==> src/rtl/seq_pkg.sv <==
package seq_pkg;
  localparam int pc_w = 14;
  localparam int lo_w = 8;
  localparam int hi_w = 6;
  localparam logic [13:0] pc_reset = 14'h0000;
  localparam logic [7:0] sp_reset = 8'h00;
  localparam logic [7:0] one_b = 8'h01;
  localparam logic [5:0] one_p = 6'h01;
  // first saved byte: carry, zero, upper counter bits
  localparam int b1_carry = 7;
  localparam int b1_zero = 6;

  typedef enum logic [2:0] {
    op_none, op_step, op_page, op_call, op_irq, op_ret, op_interrupt_return_op, op_jump
  } seq_op_t;

  typedef struct packed {
    logic we;
    logic re;
    logic [7:0] addr;
    logic [7:0] wdata;
  } ram_req_t;

  typedef struct packed {
    logic carry;
    logic zero;
  } flags_t;
endpackage : seq_pkg

==> src/rtl/program_sequencer_stack.sv <==
`timescale 1ns/1ns
module program_sequencer_stack (
  // clock and reset
  input wire logic clock,
  input wire logic rstn,
  // operation request from decode
  input wire logic op_valid,
  input seq_pkg::seq_op_t op,
  input wire logic [13:0] jump_target,
  input wire logic [2:0] step_bytes,
  output logic op_ready,
  // flags from alu
  input seq_pkg::flags_t flags_in,
  output seq_pkg::flags_t flags_out,
  // stack pointer load and index register
  input wire logic sp_load,
  input wire logic [7:0] accumulator,
  input wire logic index_we,
  input wire logic [7:0] index_wdata,
  input wire logic [7:0] index_base,
  output logic [7:0] index_value,
  output logic [7:0] index_addr,
  // data ram port, read data valid next cycle
  output seq_pkg::ram_req_t ram_req,
  input wire logic [7:0] ram_rdata,
  // program memory fetch and status
  output logic [13:0] fetch_pointer,
  output logic [7:0] return_stack_pointer,
  output logic int_enable
);
  typedef enum logic [2:0] {
    st_idle, st_push2, st_pop1, st_pop2, st_pop3
  } state_t;

  state_t state_q;
  logic [13:0] pc_q;
  logic [7:0] lo_save_q;
  logic [7:0] push_lo_q;
  logic is_interrupt_return_op_q;
  logic ie_q;
  seq_pkg::flags_t flags_q;
  logic sp_inc;
  logic sp_dec;
  logic [7:0] sp;
  logic take;
  seq_pkg::ram_req_t req_d;
  seq_pkg::ram_req_t req_q;

  assign op_ready = (state_q == st_idle);
  assign take = op_valid && op_ready;
  assign fetch_pointer = pc_q;
  assign return_stack_pointer = sp;
  assign int_enable = ie_q;
  assign flags_out = flags_q;
  assign ram_req = req_q;

  ret_stack_ptr u_sp (
    .clock(clock),
    .rstn(rstn),
    .inc(sp_inc),
    .dec(sp_dec),
    .load(sp_load && op_ready),
    .load_val(accumulator),
    .sp(sp)
  );

  index_reg u_idx (
    .clock(clock),
    .rstn(rstn),
    .we(index_we),
    .wdata(index_wdata),
    .base(index_base),
    .value(index_value),
    .eff_addr(index_addr)
  );

  // sequencing state; multi-byte stack ops block new requests
  always_ff @(posedge clock) begin
    if (!rstn) begin
      state_q <= st_idle;
      is_interrupt_return_op_q <= 1'b0;
    end else begin
      unique case (state_q)
        st_idle: begin
          if (take && (op == seq_pkg::op_call || op == seq_pkg::op_irq)) begin
            state_q <= st_push2;
          end else if (take && (op == seq_pkg::op_ret || op == seq_pkg::op_interrupt_return_op)) begin
            state_q <= st_pop1;
            is_interrupt_return_op_q <= (op == seq_pkg::op_interrupt_return_op);
          end
        end
        st_push2: state_q <= st_idle;
        st_pop1: state_q <= st_pop2;
        st_pop2: state_q <= st_pop3;
        st_pop3: state_q <= st_idle;
      endcase
    end
  end

  // stack pointer moves one byte per memory access
  always_comb begin
    sp_inc = 1'b0;
    sp_dec = 1'b0;
    req_d = '0;
    unique case (state_q)
      st_idle: begin
        if (take && (op == seq_pkg::op_call || op == seq_pkg::op_irq)) begin
          req_d.we = 1'b1;
          req_d.addr = sp;
          req_d.wdata = {flags_in.carry, flags_in.zero, pc_q[13:8]};
          sp_inc = 1'b1;
        end else if (take && (op == seq_pkg::op_ret || op == seq_pkg::op_interrupt_return_op)) begin
          // read leaves with the decrement, so the byte returns while still busy
          req_d.re = 1'b1;
          req_d.addr = sp - seq_pkg::one_b;
          sp_dec = 1'b1;
        end
      end
      st_push2: begin
        req_d.we = 1'b1;
        req_d.addr = sp;
        req_d.wdata = push_lo_q;
        sp_inc = 1'b1;
      end
      st_pop1: begin
        req_d.re = 1'b1;
        req_d.addr = sp - seq_pkg::one_b;
        sp_dec = 1'b1;
      end
      st_pop2: begin
        // second byte stands on the read data now, first byte follows next cycle
        req_d = '0;
      end
      st_pop3: begin
        req_d = '0;
      end
    endcase
  end

  // ram request register, data outputs from flops
  always_ff @(posedge clock) begin
    if (!rstn) begin
      req_q <= '0;
    end else begin
      req_q <= req_d;
    end
  end

  // fetch pointer; the saved pointer is the address of the next instruction
  always_ff @(posedge clock) begin
    if (!rstn) begin
      pc_q <= seq_pkg::pc_reset;
      lo_save_q <= 8'h00;
    end else if (take) begin
      unique case (op)
        seq_pkg::op_step: pc_q[7:0] <= pc_q[7:0] + {5'h00, step_bytes};
        seq_pkg::op_page: pc_q[13:8] <= pc_q[13:8] + seq_pkg::one_p;
        seq_pkg::op_call: pc_q <= jump_target;
        seq_pkg::op_irq: pc_q <= jump_target;
        seq_pkg::op_jump: pc_q <= jump_target;
        default: pc_q <= pc_q;
      endcase
    end else if (state_q == st_pop2) begin
      lo_save_q <= ram_rdata; // second byte popped first
    end else if (state_q == st_pop3) begin
      pc_q <= {ram_rdata[5:0], lo_save_q};
    end
  end

  // low byte of the pointer before the call; the pointer jumps at take,
  // so without this copy the second byte would carry the target instead
  always_ff @(posedge clock) begin
    if (!rstn) begin
      push_lo_q <= 8'h00;
    end else if (take && (op == seq_pkg::op_call || op == seq_pkg::op_irq)) begin
      push_lo_q <= pc_q[7:0];
    end
  end

  // flags restored only on interrupt return
  always_ff @(posedge clock) begin
    if (!rstn) begin
      flags_q <= '0;
    end else if (state_q == st_pop3 && is_interrupt_return_op_q) begin
      flags_q.carry <= ram_rdata[seq_pkg::b1_carry];
      flags_q.zero <= ram_rdata[seq_pkg::b1_zero];
    end else if (state_q == st_idle) begin
      flags_q <= flags_in;
    end
  end

  // interrupt enable: off on entry, on after the restore completes
  always_ff @(posedge clock) begin
    if (!rstn) begin
      ie_q <= 1'b0;
    end else if (take && op == seq_pkg::op_irq) begin
      ie_q <= 1'b0;
    end else if (state_q == st_pop3 && is_interrupt_return_op_q) begin
      ie_q <= 1'b1;
    end
  end

  // reset values
  reset_pc_a: assert property (@(posedge clock) !rstn |=> pc_q == seq_pkg::pc_reset && sp == seq_pkg::sp_reset)
    else $error("reset state wrong");
  page_step_a: assert property (@(posedge clock) disable iff (!rstn)
    take && op == seq_pkg::op_step |=> pc_q[13:8] == $past(pc_q[13:8]))
    else $error("step touched page");
  page_adv_a: assert property (@(posedge clock) disable iff (!rstn)
    take && op == seq_pkg::op_page |=> pc_q[13:8] == $past(pc_q[13:8]) + 6'h01)
    else $error("page advance wrong");
  push_two_a: assert property (@(posedge clock) disable iff (!rstn)
    take && op == seq_pkg::op_call |=> req_q.we ##1 req_q.we ##0 sp == $past(sp, 2) + 8'h02)
    else $error("push pair wrong");
  pop_two_a: assert property (@(posedge clock) disable iff (!rstn)
    take && op == seq_pkg::op_ret |=> ##1 sp == $past(sp, 2) - 8'h02)
    else $error("pop pair wrong");
  ret_flags_a: assert property (@(posedge clock) disable iff (!rstn)
    state_q == st_pop3 && !is_interrupt_return_op_q |=> flags_q == $past(flags_q))
    else $error("ret changed flags");
  irq_off_a: assert property (@(posedge clock) disable iff (!rstn)
    take && op == seq_pkg::op_irq |=> !ie_q)
    else $error("irq left enabled");
  interrupt_return_op_on_a: assert property (@(posedge clock) disable iff (!rstn)
    take && op == seq_pkg::op_interrupt_return_op |=> ##3 ie_q)
    else $error("interrupt_return_op not re-enabled");
  sp_load_a: assert property (@(posedge clock) disable iff (!rstn)
    sp_load && op_ready |=> sp == $past(accumulator))
    else $error("sp load failed");
  // state right after reset besides the pointers
  reset_misc_a: assert property (@(posedge clock) !rstn |=> flags_q == '0 && !ie_q && req_q == '0)
    else $error("reset misc state wrong");
  // in-page stepping and paging
  step_low_a: assert property (@(posedge clock) disable iff (!rstn)
    take && op == seq_pkg::op_step |=> pc_q[7:0] == $past(pc_q[7:0]) + {5'h00, $past(step_bytes)})
    else $error("step low byte wrong");
  page_low_a: assert property (@(posedge clock) disable iff (!rstn)
    take && op == seq_pkg::op_page |=> pc_q[7:0] == $past(pc_q[7:0]))
    else $error("page advance moved low byte");
  // call and interrupt entry load the target
  call_target_a: assert property (@(posedge clock) disable iff (!rstn)
    take && op == seq_pkg::op_call |=> pc_q == $past(jump_target))
    else $error("call target wrong");
  irq_target_a: assert property (@(posedge clock) disable iff (!rstn)
    take && op == seq_pkg::op_irq |=> pc_q == $past(jump_target))
    else $error("irq vector wrong");
  // push order and contents of the saved pair
  push_addr_a: assert property (@(posedge clock) disable iff (!rstn)
    take && (op == seq_pkg::op_call || op == seq_pkg::op_irq) |=> req_q.we && req_q.addr == $past(sp))
    else $error("first push address wrong");
  push_byte1_a: assert property (@(posedge clock) disable iff (!rstn)
    take && (op == seq_pkg::op_call || op == seq_pkg::op_irq)
    |=> req_q.wdata == {$past(flags_in.carry), $past(flags_in.zero), $past(pc_q[13:8])})
    else $error("first saved byte wrong");
  push_byte2_a: assert property (@(posedge clock) disable iff (!rstn)
    take && (op == seq_pkg::op_call || op == seq_pkg::op_irq) |=> ##1 req_q.we && req_q.wdata == $past(pc_q[7:0], 2))
    else $error("second saved byte wrong");
  push2_addr_a: assert property (@(posedge clock) disable iff (!rstn)
    take && (op == seq_pkg::op_call || op == seq_pkg::op_irq) |=> ##1 req_q.addr == $past(sp, 2) + 8'h01)
    else $error("second push address wrong");
  irq_sp_a: assert property (@(posedge clock) disable iff (!rstn)
    take && op == seq_pkg::op_irq |=> ##1 sp == $past(sp, 2) + 8'h02)
    else $error("irq stack pointer wrong");
  // pop order: decrement, read second byte, decrement, read first byte
  pop_addr_a: assert property (@(posedge clock) disable iff (!rstn)
    take && (op == seq_pkg::op_ret || op == seq_pkg::op_interrupt_return_op) |=> req_q.re && req_q.addr == $past(sp) - 8'h01)
    else $error("first pop address wrong");
  pop2_addr_a: assert property (@(posedge clock) disable iff (!rstn)
    take && (op == seq_pkg::op_ret || op == seq_pkg::op_interrupt_return_op) |=> ##1 req_q.re && req_q.addr == $past(sp, 2) - 8'h02)
    else $error("second pop address wrong");
  pop_no_write_a: assert property (@(posedge clock) disable iff (!rstn)
    take && (op == seq_pkg::op_ret || op == seq_pkg::op_interrupt_return_op) |=> !req_q.we ##1 !req_q.we)
    else $error("pop wrote ram");
  interrupt_return_op_sp_a: assert property (@(posedge clock) disable iff (!rstn)
    take && op == seq_pkg::op_interrupt_return_op |=> ##1 sp == $past(sp, 2) - 8'h02)
    else $error("interrupt_return_op stack pointer wrong");
  interrupt_return_op_flags_a: assert property (@(posedge clock) disable iff (!rstn)
    state_q == st_pop3 && is_interrupt_return_op_q
    |=> flags_q == {$past(ram_rdata[seq_pkg::b1_carry]), $past(ram_rdata[seq_pkg::b1_zero])})
    else $error("interrupt_return_op flags not restored");
  ret_keeps_ie_a: assert property (@(posedge clock) disable iff (!rstn)
    state_q == st_pop3 && !is_interrupt_return_op_q |=> ie_q == $past(ie_q))
    else $error("ret changed int enable");
  // quiet cycles leave state alone, and an index write loads the index register
  busy_hold_a: assert property (@(posedge clock) disable iff (!rstn)
    !op_ready && state_q != st_pop3 |=> pc_q == $past(pc_q))
    else $error("pointer moved while busy");
  idle_quiet_a: assert property (@(posedge clock) disable iff (!rstn)
    state_q == st_idle && !take |=> !req_q.we && !req_q.re)
    else $error("stray ram access");
  sp_hold_a: assert property (@(posedge clock) disable iff (!rstn)
    op_ready && !take && !sp_load |=> sp == $past(sp))
    else $error("stack pointer drifted");
  ie_hold_a: assert property (@(posedge clock) disable iff (!rstn)
    !(take && op == seq_pkg::op_irq) && !(state_q == st_pop3 && is_interrupt_return_op_q) |=> ie_q == $past(ie_q))
    else $error("int enable changed");
  index_load_a: assert property (@(posedge clock) disable iff (!rstn)
    index_we |=> index_value == $past(index_wdata))
    else $error("index load failed");
  // main scenarios reached
  call_c: cover property (@(posedge clock) take && op == seq_pkg::op_call);
  irq_c: cover property (@(posedge clock) take && op == seq_pkg::op_irq);
  ret_c: cover property (@(posedge clock) state_q == st_pop3 && !is_interrupt_return_op_q);
  interrupt_return_op_c: cover property (@(posedge clock) state_q == st_pop3 && is_interrupt_return_op_q);
  page_c: cover property (@(posedge clock) take && op == seq_pkg::op_page);
endmodule : program_sequencer_stack

==> src/rtl/ret_stack_ptr.sv <==
`timescale 1ns/1ns
module ret_stack_ptr (
  // clock and reset
  input wire logic clock,
  input wire logic rstn,
  // controls
  input wire logic inc,
  input wire logic dec,
  input wire logic load,
  input wire logic [7:0] load_val,
  // state
  output logic [7:0] sp
);
  // plain 8-bit arithmetic, so wrap is free
  always_ff @(posedge clock) begin
    if (!rstn) begin
      sp <= seq_pkg::sp_reset;
    end else if (load) begin
      sp <= load_val;
    end else if (inc) begin
      sp <= sp + seq_pkg::one_b;
    end else if (dec) begin
      sp <= sp - seq_pkg::one_b;
    end
  end
endmodule : ret_stack_ptr

==> src/rtl/index_reg.sv <==
`timescale 1ns/1ns
module index_reg (
  // clock and reset
  input wire logic clock,
  input wire logic rstn,
  // write port
  input wire logic we,
  input wire logic [7:0] wdata,
  input wire logic [7:0] base,
  // outputs
  output logic [7:0] value,
  output logic [7:0] eff_addr
);
  always_ff @(posedge clock) begin
    if (!rstn) begin
      value <= 8'h00;
    end else if (we) begin
      value <= wdata;
    end
  end

  // indexed address is base plus index, wrapping within data ram
  assign eff_addr = base + value;
endmodule : index_reg

==> config.mk <==
export PLATFORM = sky130hd
export DESIGN_NAME = program_sequencer_stack
export DESIGN_NICKNAME = d
export VERILOG_FILES = /design/src/rtl/seq_pkg.sv /design/src/rtl/program_sequencer_stack.sv /design/src/rtl/ret_stack_ptr.sv /design/src/rtl/index_reg.sv
export SDC_FILE = /design/constraint.sdc
export NUM_CORES = 1
export LEC_CHECK = 0
export BUFFER_PORTS_ARGS = -buffer_cell sky130_fd_sc_hd__buf_2
export CAP_MARGIN = 25
export CORE_ASPECT_RATIO = 0.8
export CORE_MARGIN = 5
export CORE_UTILIZATION = 46
export CTS_CLUSTER_DIAMETER = 150
export DETAILED_ROUTE_END_ITERATION = 12
export PLACE_DENSITY = 0.73
export SYNTH_ARGS = -nofsm -noshare
export SYNTH_HDL_FRONTEND = slang
export SYNTH_SLANG_ARGS = --single-unit
==> constraint.sdc <==
create_clock -name clock -period 2.1 [get_ports clock]
set_clock_uncertainty 0.05 [all_clocks]
set_input_delay 0.42 -clock clock [delete_from_list [all_inputs] [get_ports clock]]
set_output_delay 0.42 -clock clock [all_outputs]
set_load 0.02 [all_outputs]
== Word-level counts from Yosys, hierarchy flattened ==
Index checks and enable logic that the tools add are counted.
Widths: inputs -> output; s select.

* Add/sub/neg operators: 5
* Bitwise logic cells: 3
* Shifts and indexed selects: 0
* Magnitude comparators: 0
* Divide/modulo/power cells: 0
* Muxes and demuxes: 25
* Reductions and logical operators: 20
* Multiply operators: 0
* Equal/unequal tests: 15

{| class="wikitable"
|+ Operators by type and width
! kind !! number
|-
| $mux 14 || 3
|-
| $mux 8 || 5
|-
| $pmux 8 s2 || 2
|-
| $pmux 8 s4 || 1
|-
| $eq 3x3->1 const B || 5
|-
| $eq 3x2->1 const B || 4
|-
| $pmux 3 s4 || 1
|-
| $pmux 6 s2 || 1
|-
| $mux 9 || 1
|-
| $reduce_and 3->1 || 3
|-
| $add 8x1->8 const B || 1
|-
| $add 8x3->8 || 1
|-
| $add 8x8->8 || 1
|-
| $sub 8x1->8 const B || 1
|-
| $add 6x1->6 const B || 1
|-
| $eq 3x1->1 const B || 2
|-
| $logic_and 1x1->1 || 6
|-
| $mux 3 || 2
|-
| $ne 3x2->1 const B || 2
|-
| $pmux 1 s2 || 3
|-
| $reduce_or 2->1 || 3
|-
| $mux 1 || 4
|-
| $mux 2 || 2
|-
| $reduce_bool 2->1 || 2
|-
| other kinds (8) || 11
|}

* Input port bits: 59
* Logic and storage cells: 83
* Memories: 0
* Output and inout port bits: 60
* Latch bits: 0
* Flip-flop bits (word level): 71
* Memory bits (read-only): 0
* Bits in writable memories: 0

== Logic depth before layout (Yosys ltp) ==
Gate-level depths: netlist of the first run.

* Word-level depth: 9
* Gate-level depth with buffers: 9
* Mapped depth without buffers: 9

== Hierarchy ==
From an unflattened synthesis of the first run, not the netlist that was laid out.

* Cell total of the unflattened synthesis: 472
* Area, all modules: 4184.0 um^2

{| class="wikitable"
|+ By module, submodules not included
! module !! area an instance (um^2) !! times used !! cells an instance
|-
| program_sequencer_stack || 2836.5 || 1 || 323
|-
| ret_stack_ptr || 720.7 || 1 || 82
|-
| index_reg || 626.9 || 1 || 67
|}

== Worst setup path after synthesis of the first run ==
No wires, ideal clock.

* Path type: register to output
* Start: register u_idx.value[0]
* End: output index_addr[6]
* Data arrival time: 2022 ps
* Path buffers: 0
* Path slack: -392 ps
* Stages on the path, launching flop included: 10
* Cell sequence: dfxtp_1 -> ha_1 -> inv_1 -> fa_1 -> nor2b_1 -> o21ai_0 -> a21boi_0 -> o21a_1 -> nor2_1 -> xnor2_1

* Word-level cells in the longest chain between the ends: 1

{| class="wikitable"
|+ Ends and longest elaborated chain
! what !! line !! text
|-
| start: declaration || index_reg.sv:11 || <nowiki>output logic [7:0] value,</nowiki>
|-
| start signal: assignment || index_reg.sv:18 || <nowiki>value <= wdata;</nowiki>
|-
| $add 8x8->8 || index_reg.sv:23 || <nowiki>assign eff_addr = base + value;</nowiki>
|-
| end: declaration || program_sequencer_stack.sv:22 || <nowiki>output logic [7:0] index_addr,</nowiki>
|}

No other way between the ends.

== Worst setup path after layout of the first run ==
* Start: register u_idx.value[0]
* End: output index_addr[7]

The elaborated chain is that of the path after synthesis.

==> results of run 1 <==
## tightest hold or removal path: stages
cell     delay (ps)
buf_2            80
nand3_1          50
o21ai_0          60
## report_power, final
part | internal [mW] | switching (mW)
Combinational | 0.503 | 0.727
Sequential | 1.45 | 0.134
Clock | 0.435 | 0.551
Total | 2.39 | 1.41
## through the flow
stage | worst slack, ps | util | std cells | hold WS [ps]
2_1_floorplan | -223 | - | 463 | 386
3_3_place_gp | -430 | 0.586 | 693 | 393
3_5_place_dp | -473 | 0.586 | 693 | 399
4_1_cts | -431 | 0.620 | 713 | 233
5_1_grt | -559 | 0.627 | 713 | 231
6_report | -441 | 0.627 | 713 | 245
## layout make-up
type,count,area share
clock buffers,10,0.0257
clock inverters,6,0.00909
inverters,14,0.0106
multi-input cells,347,0.451
flip-flops and latches,71,0.287
well taps,108,0.0273
repair buffers,157,0.189
## layer usage
metal	vias up	part of all wire	GRT usage
li1	1929	-	-
met1	1792	0.46	0.310
met2	194	0.45	0.353
met3	15	0.084	0.0630
met4	0	0.013	0.0677
met5	-	0	0
## logic make-up (layout without fill, tap and decap cells)
kind of cell / after synthesis / in the layout / share of synthesized area
AND/OR/NAND/NOR: 169 / 169 / 0.213
AO/OA/AOI/OAI: 130 / 130 / 0.220
flip-flops: 71 / 71 / 0.381
buffers and inverters: 45 / 187 / 0.0487
XOR/XNOR: 20 / 20 / 0.0470
adder cells (fa/ha/maj): 15 / 15 / 0.0544
multiplexers: 13 / 13 / 0.0349
## final timing paths
check        slack, ps        startpoint  cells past startpoint          endpoint
min reg2reg        410      push_lo_q[7]                      2      push_lo_q[7]
max               -440    u_idx.value[0]                      9     index_addr[7]
min                250    accumulator[1]                      3        u_sp.sp[1]
max reg2reg        100  fetch_pointer[0]                      9  fetch_pointer[6]
## placed cells by master, fill, tap and decap left out, drive strengths merged, types with 2 or more instances in the layout
master and n:
buf 157, a21o 3, clkbuf 10, xor2 9, o211a 4, a22oi 10, or3 4, dfxtp 71
o211ai 7, a31o 3, mux2i 13, o21a 3, clkinv 5, xnor2 11, nor3b 3, nand2 54
nor2 48, and3 3, a211oi 9, nand3b 2, a21oi 51, ha 13, inv 15, a31oi 3
o41ai 2, o21ai 22, o2111ai 2, nand2b 5, fa 2, nor2b 4, nand3 28, nor4b 2
nor3 13
## repair_timing
item,in CTS,in global routing
setup buffers,4,5
setup endpoints to repair,6,8
gates cloned,0,0
pin swaps,11,7
hold buffers,0,0
resized for setup,19,14
## state kept, by name (all words and copies together) (netlist names)
signal / count
fetch_pointer: 14
push_lo_q: 8
flags_out: 2
u_idx.value: 8
lo_save_q: 8
is_interrupt_return_op_q: 1
state_q: 3
u_sp.sp: 8
int_enable: 1
ram_req: 18
==> metrics.md, run 1 <==
| Metric | Value |
|---|---|
| Outcome | finished, violations left |
| Failing checks | setup timing |
| Crit Path Max Fanout | 2 |
| FP Rows | 29 |
| Die Area | 10000 um2 |
| Clock root cell | clkbuf_8 |
| HPWL Detailed | 8.32 mm |
| Die W | 111 um |
| Num CTS Buffers | 9 |
| Initial antenna violation count | 0 |
| Tot GR Track Use | 0.228 |
| Syn_nets | 537 |
| Crit path max-delay family | compound AO/OA/AOI/OAI gates |
| Initial Util | 0.471 |
| Rel. slew slack | 0.727 |
| Post-synth top cells | dfxtp_1, nand2_1, a21oi_1 |
| Worst-path clk slew | 80 ps |
| Setup_tns | -1790 ps |
| Drt drc | 0 |
| Cell Area, Placed | 4640 um2 |
| Slowest stage delay, CP | 340 ps |
| Hold Crit Class | in2reg |
| Layout area overhead | 33.0% |
| Clock Sinks | 71 |
| Synth Flop Type | dfxtp_1 |
| Vias per cell | 5.51 |
| DR iter-0 viols | 323 |
| Crit. End Element | output port |
| Core area | 7910 um2 |
| Number of global-route vias before repair | 3896 |
| CP Buf/Inv Count | 3 |
| Avg Cell Area, Syn | 8.05 um2 |
| Placer Congestion | 0.883 |
| Final #Nets | 674 |
| Clk_lat worst skew | 350 ps |
| Longest Clk Path Bufs | 2 |
| Setup Viol. Count Final | 6 |
| Post-route ant nets | 0 |
| Htree depth | 3 |
| FMAX | 0.394 GHz |
| Grt ovf | 0 |
| Distinct cells, synth | 53 |
| Maximum vdd ir drop | 410 uV |
| Area taken by flip-flops and latches | 1430 um2 |
| RSZ-0062 raised after global routing | true |
| Most common cell in the synthesized netlist | dfxtp_1 |
| Final WS setup | -441 ps |
| Crit path kind | reg2out |
| Ant. Diodes | 0 |
| Slew @ Worst Pin | 407 ps |
| Number of synthesized flops with an enable pin | 0 |
| First-pass iteration count of the detailed router | 4 |
| I/O Pins | 119 |
| CP dominant cell by count | buf_4 |
| Total power per unit cell area | 768 nW/um2 |
| YS warnings | 0 |
| Synth Register Bits | 71 |
| Global-route wire length before repair | 18.9 mm |
| Final wirelength | 11.5 mm |
| Die H | 90.5 um |
| Total power | 3.81 mW |
| Pin count of the biggest net entering global routing | 49 |
| Worst EP arrival | 2070 ps |
| Pleak | 2.26 nW |
| TritonCTS clock tree | done |
| Final-report max-slew violation count | 0 |
| Post-DR wirelength/cell | 16.2 um |
| CP max-delay cell | dfxtp_2 |
| Number of port buffers | 118 |
| Yosys top cell area share | 0.381 |
| Required time worst endpoint | 1630 ps |
| Max-cap viol count | 0 |
| Top cells by area, synth | dfxtp_1, a21oi_1, nand2_1 |
| Footprint of the multi-input gates | 2240 um2 |
| Post-route cell area | 4960 um2 |
| Critical path launch point type | register |
| Ys async rst share | 0 |
| Share of cells above drive strength 1 | 0.336 |
| FILL cells | 729 |
| Crit path time final | 2540 ps |
| Mapped Cells | 463 |
| Synth area leader | dfxtp_1 |
| Post-Syn Area | 3730 um2 |
| Final period util | 1.21 |
| Final Hold Fails | 0 |
| Sequential area share after synthesis | 0.381 |
| CP Cell Sequence | ha_4, buf_4, buf_6, a21o_1, a21oi_2, o21ai_2, o41ai_2, xnor2_1, buf_4 |
| Vias | 3930 |
Note: power is estimated with default switching activity, not from simulation.
==> run 2: changes to the inputs <==
Settings changed: MAX_ROUTING_LAYER from default to met4.
==> run 2 against run 1 <==
Compared with the run above:
- the flow still finishes with violations (setup timing)
- sequential share of layout area unchanged
- critical path depth unchanged
- worst setup slack worse by 1.9 ps
- flip-flop and latch count unchanged
- global-route usage up 0.65 points
- maximum frequency about the same
- register-to-register slack about the same
- clock-buffer cell count unchanged
- via count up 0.43%
- clock power up 0.6%
- critical path type unchanged
- highest routed layer unchanged
==> metrics.md, run 2 (synthesis results as in run 1) <==
| Metric | Value |
|---|---|
| Placer Congestion | 0.898 (+1.7%) |
| Die H | 90.5 um (unchanged) |
| Clk_lat worst skew | 350 ps (about the same) |
| Ant. Diodes | 0 (unchanged) |
| Footprint of the multi-input gates | 2240 um2 (unchanged) |
| Critical path launch point type | register |
| Clock root cell | clkbuf_8 |
| FILL cells | 729 (unchanged) |
| Initial antenna violation count | 0 (unchanged) |
| Longest Clk Path Bufs | 2 (unchanged) |
| Number of global-route vias before repair | 3898 (+0.051%) |
| Final Hold Fails | 0 (unchanged) |
| Final #Nets | 674 (unchanged) |
| Pleak | 2.26 nW (unchanged) |
| Tot GR Track Use | 0.235 (+0.00647) |
| Clock power share | 0.260 (about the same) |
| First-pass iteration count of the detailed router | 5 (+1) |
| Final period util | 1.21 (about the same) |
| Most common library cell in the layout ignoring fill and taps | buf_2 |
| Die Area | 10000 um2 (unchanged) |
| Rel. slew slack | 0.731 (+0.00406) |
| Number of port buffers | 118 (unchanged) |
| Final wirelength | 11.6 mm (+0.30%) |
| Worst EP arrival | 2070 ps (about the same) |
| Maximum vdd ir drop | 416 uV (+1.4%) |
| Final WS setup | -443 ps (-1.90 ps) |
| Most frequent cells in the layout | buf_2, dfxtp_1, nand2_1 |
| Clock Sinks | 71 (unchanged) |
| Layout area overhead | 33.0% (unchanged) |
| Final-report max-slew violation count | 0 (unchanged) |
| Initial Util | 0.471 (unchanged) |
| Cts hold-fix bufs | 0 (unchanged) |
| Final core utilization | 0.627 (unchanged) |
| Max-cap viol count | 0 (unchanged) |
| Required time worst endpoint | 1630 ps (about the same) |
| Worst hold path startpoint | accumulator[1] |
| Htree depth | 3 (unchanged) |
| I/O Pins | 119 (unchanged) |
| Vias per cell | 5.54 (+0.43%) |
| FF-to-FF path depth | 9 (unchanged) |
| Crit path time final | 2540 ps (+1.90 ps) |
| FP Rows | 29 (unchanged) |
| Grt ovf | 0 (unchanged) |
| Outcome | finished, violations left |
| Total power | 3.81 mW (+0.22%) |
| Crit. End Element | output port |
| Worst Hold Depth | 3 (unchanged) |
| HPWL Detailed | 8.32 mm (unchanged) |
| RSZ-0062 raised after global routing | true |
| Share of cells above drive strength 1 | 0.336 (unchanged) |
| Num CTS Buffers | 9 (unchanged) |
| Slew @ Worst Pin | 401 ps (-6.04 ps) |
| Post-route ant nets | 0 (unchanged) |
| Area taken by flip-flops and latches | 1430 um2 (unchanged) |
| Crit Path Max Fanout | 2 (unchanged) |
| Pin count of the biggest net entering global routing | 49 (unchanged) |
| Die W | 111 um (unchanged) |
| Failing checks | setup timing |
| DR iter-0 viols | 294 (-9.0%) |
| Reg-to-Reg Start | fetch_pointer[0] |
| P_int | 2.39 mW (about the same) |
| Largest register FFs | 18 (unchanged) |
| Crit path kind | reg2out |
| Vias | 3947 (+0.43%) |
| Core area | 7910 um2 (unchanged) |
| Hold Crit Class | in2reg |
| Drt drc | 0 (unchanged) |
| Post-DR wirelength/cell | 16.2 um (+0.30%) |
| Total power per unit cell area | 769 nW/um2 (+0.22%) |
| Global-route wire length before repair | 18.9 mm (about the same) |
| FMAX | 0.393 GHz (about the same) |
| Worst-path clk slew | 80 ps (about the same) |
| Sequential share of power | 0.417 (about the same) |
| CP startpoint | u_idx.value[0] |
| Sw Pwr | 1.42 mW (+0.62%) |
| Setup Viol. Count Final | 6 (unchanged) |
| Gate power share | 0.323 (about the same) |
| Switching share of power | 0.373 (+0.00145) |
| TritonCTS clock tree | done |
run 2: cell counts in the layout (fill, tap and decap cells not counted):
No cell type changed its count.
run 2: critical path: stages, from the launching register on:
cell     delay [ps]
dfxtp_2         340
ha_4            160
buf_4           130
buf_6           100
a21o_1          170
a21oi_2         150
o21ai_2          90
o41ai_2         280
xnor2_1         160
buf_4           160
run 2: final cells by class:
type / count / area share
sequential: 71 / 0.287
multi-input combinational: 347 / 0.451
tap: 108 / 0.0273
inverter: 14 / 0.0106
clock inverter: 6 / 0.00909
clock buffer: 10 / 0.0257
timing repair buffer: 157 / 0.189
run 2: power groups by stage:
stage                     combinational [mW]  sequential (mW)  clock [mW]
after detailed placement                1.16             1.61           0
after global placement                  1.14             1.61           0
after global routing                    1.34             1.61        1.07
after CTS                               1.20             1.58        1.01
after floorplan                        0.668             1.69           0
final                                   1.23             1.59       0.993
run 2: worst paths after layout:
path | slack (ps) | end
min reg2reg | 410 | push_lo_q[1]
max | -440 | index_addr[7]
min | 240 | u_sp.sp[1]
max reg2reg | 100 | fetch_pointer[6]
run 2: routing by layer:
| metal | routed length [um] | up-vias | GRT usage |
|---|---|---|---|
| met1 | 5260 | 1816 | 0.313 |
| met3 | 931 | 15 | 0.0589 |
| li1 | - | 1926 | - |
| met4 | 172 | 0 | 0.0677 |
| met2 | 5220 | 190 | 0.353 |
| met5 | 0 | - | - |
run 2: stage by stage:
stage	hold slack, ps	std cells	worst slack [ps]	instance area (um2)	TNS (ps)
after floorplan	386	463	-223	3760	-351
after global placement	393	693	-430	4640	-937
after detailed placement	399	693	-473	4640	-1230
after CTS	233	713	-431	4900	-1670
after global routing	231	713	-559	4960	-2400
final	239	713	-443	4960	-1800
run 2: repair_timing:
action,4_1_cts,5_1_grt
endpoints found under the setup margin,6,8
buffers inserted,4,5
gates resized for setup,19,14
pin swaps,11,7
cloned,0,0
==> run 3: changes to the inputs <==
Settings changed: PLACE_DENSITY 0.73 to 0.79.
==> run 3 against run 2 <==
Compared with the run above:
- the run still ends with setup timing left
- clock-buffer cell count decreased by 1
- cell count down 0.28%
- flip-flop and latch count did not move
- final area down 0.68%
- sequential share of layout area is 0.22 points higher
- critical path depth up 1
- global-route usage is 0.32 points lower
- critical path type unchanged
- critical endpoint is now index_addr[6]
- largest power group unchanged
==> metrics.md, run 3 (synthesis results as in run 1) <==
| Metric | Value |
|---|---|
| Outcome | finished, violations left |
| Failing checks | setup timing |
| Final-report max-slew violation count | 0 (unchanged) |
| Longest Clk Path Bufs | 2 (unchanged) |
| Slowest stage delay, CP | 360 ps (+20 ps) |
| Hold Crit Class | in2reg |
| Final period util | 1.23 (+0.0204) |
| Crit path depth | 10 (+1) |
| Pleak | 2.24 nW (-0.69%) |
| Worst slack, placed | -499 ps (-26.1 ps) |
| Critical R2R Capture | u_sp.sp[4] |
| Die W | 111 um (unchanged) |
| Number of global-route vias before repair | 3782 (-3.0%) |
| Required time worst endpoint | 1630 ps (about the same) |
| FP Rows | 29 (unchanged) |
| Cell Area, Placed | 4580 um2 (-1.2%) |
| Most frequent cells in the layout | buf_2, dfxtp_1, nand2_1 |
| Crit. End Element | output port |
| Worst EP arrival | 2120 ps (+50 ps) |
| Clk_lat worst skew | 350 ps (about the same) |
| FF-to-FF path depth | 7 (-2) |
| Total power | 4.00 mW (+4.9%) |
| FMAX | 0.387 GHz (-1.7%) |
| CP max-delay cell | dfxtp_2 |
| Setup_tns | -1880 ps (-72.9 ps) |
| Die Area | 10000 um2 (unchanged) |
| Crit path kind | reg2out |
| Number of port buffers | 118 (unchanged) |
| Final wirelength | 11.2 mm (-3.0%) |
| Post-route ant nets | 0 (unchanged) |
| Pin count of the biggest net entering global routing | 30 (-39%) |
| Largest register FFs | 18 (unchanged) |
| Worst-path clk slew | 80 ps (about the same) |
| Final WS setup | -486 ps (-42.9 ps) |
| Htree depth | 3 (unchanged) |
| Global-route wire length before repair | 18.7 mm (-1.4%) |
| Most common library cell in the layout ignoring fill and taps | buf_2 |
| Vias per cell | 5.50 (-0.63%) |
| Critical path launch point type | register |
| Clock root cell | clkbuf_8 |
| Cts hold-fix bufs | 0 (unchanged) |
| Rel. slew slack | 0.727 (-0.00350) |
| Crit path max-delay family | adder cells |
| CP Buf/Inv Count | 2 (-1) |
| Vias | 3911 (-0.91%) |
| Critical Path End | index_addr[6] |
| Final Hold Fails | 0 (unchanged) |
| Drt drc | 0 (unchanged) |
| CP startpoint | u_idx.value[0] |
| Ant. Diodes | 0 (unchanged) |
| Layout area overhead | 32.1% |
| DR iter-0 viols | 216 (-27%) |
| Crit path time final | 2590 ps (+42.9 ps) |
| Maximum vdd ir drop | 437 uV (+5.1%) |
| Die H | 90.5 um (unchanged) |
| I/O Pins | 119 (unchanged) |
| Tot GR Track Use | 0.231 (-0.00320) |
| FF-to-FF setup slack | 180 ps (+80 ps) |
| HPWL Detailed | 8.32 mm (about the same) |
| Initial Util | 0.471 (unchanged) |
| CP Cell Sequence | ha_4, inv_2, fa_2, nor2b_1, o21ai_1, a21boi_1, o21a_1, nor2_1, xnor2_2, buf_4 |
| Clock Sinks | 71 (unchanged) |
| First-pass iteration count of the detailed router | 5 (unchanged) |
| Core area | 7910 um2 (unchanged) |
| Final #Nets | 672 (-0.30%) |
| Num CTS Buffers | 9 (unchanged) |
| Reg-to-Reg Start | state_q[0] |
| Initial antenna violation count | 0 (unchanged) |
| TritonCTS clock tree | done |
| Placer Congestion | 0.861 (-4.2%) |
| Post-DR wirelength/cell | 15.8 um (-2.7%) |
| Max-cap viol count | 0 (unchanged) |
| RSZ-0062 raised after global routing | true |
| Grt ovf | 0 (unchanged) |
| Setup Viol. Count Final | 6 (unchanged) |
| Total power per unit cell area | 813 nW/um2 (+5.7%) |
| Slew @ Worst Pin | 409 ps (+8.33 ps) |
| Post-route cell area | 4920 um2 (-0.68%) |
| Crit Path Max Fanout | 2 (unchanged) |
| Share of cells above drive strength 1 | 0.322 (-0.0138) |
| Hold_ws | 228 ps (-10.8 ps) |
-- run 3: cell count changes in the layout (fill, tap and decap cells not counted), moves of 2 or more --
cell | previous run | this run
buf_12 | 2 | 0
buf_4 | 40 | 43
nor2_1 | 44 | 46
clkinv_4 | 3 | 1
dfxtp_2 | 3 | 1
buf_6 | 3 | 0
bufinv_16 | 0 | 2
-- run 3: stage by stage --
stage / utilization / cells
CTS: 0.620 / 709
global route: 0.622 / 711
global placement: 0.579 / 689
floorplan: - / 463
detailed placement: 0.579 / 689
finish: 0.622 / 711
-- run 3: worst register-to-register path, cell delays in order, from the launching register on --
cell and delay [ps]:
dfxtp_1 430, nor4b_4 290, o21a_1 240, nor2_4 50, buf_4 170, o22ai_1 180, nor4b_1 310, a311o_1 170
-- run 3: metal layers --
layer	GRT usage	vias up	wire [um]
met5	-	-	0
met1	0.301	1801	4880
met4	0.0718	0	190
li1	-	1911	-
met3	0.0610	25	990
met2	0.353	174	5170
-- run 3: final cells by class --
type	instances	area, um2
Clock inverter	7	95.1
Sequential cell	71	1430
Tap cell	108	135
Multi-Input combinational cell	347	2210
Clock buffer	9	124
Fill cell	712	2990
Timing Repair Buffer	155	883
Inverter	14	52.6
-- run 3: how the worst min path moves through the flow --
stage               cells after the start           end  slack [ps]      startpoint
floorplan                               2  push_lo_q[0]         390    push_lo_q[0]
global placement                        2  lo_save_q[0]         390    lo_save_q[0]
detailed placement                      2  lo_save_q[0]         400    lo_save_q[0]
CTS                                     3    u_sp.sp[2]         220  accumulator[2]
global route                            3    u_sp.sp[5]         230  accumulator[5]
finish                                  3    u_sp.sp[2]         230  accumulator[2]
-- run 3: power by group --
group / internal [mW] / switching, mW / total [mW]
Combinational: 0.489 / 0.704 / 1.19
Sequential: 1.45 / 0.137 / 1.59
Clock: 0.670 / 0.547 / 1.22
Total: 2.61 / 1.39 / 4.00
-- run 3: what timing repair did --
item / 4_1_cts / 5_1_grt
endpoints found under the setup margin: 6 / 7
pin swaps: 9 / 10
buffers inserted: 4 / 2
resized for setup: 20 / 1
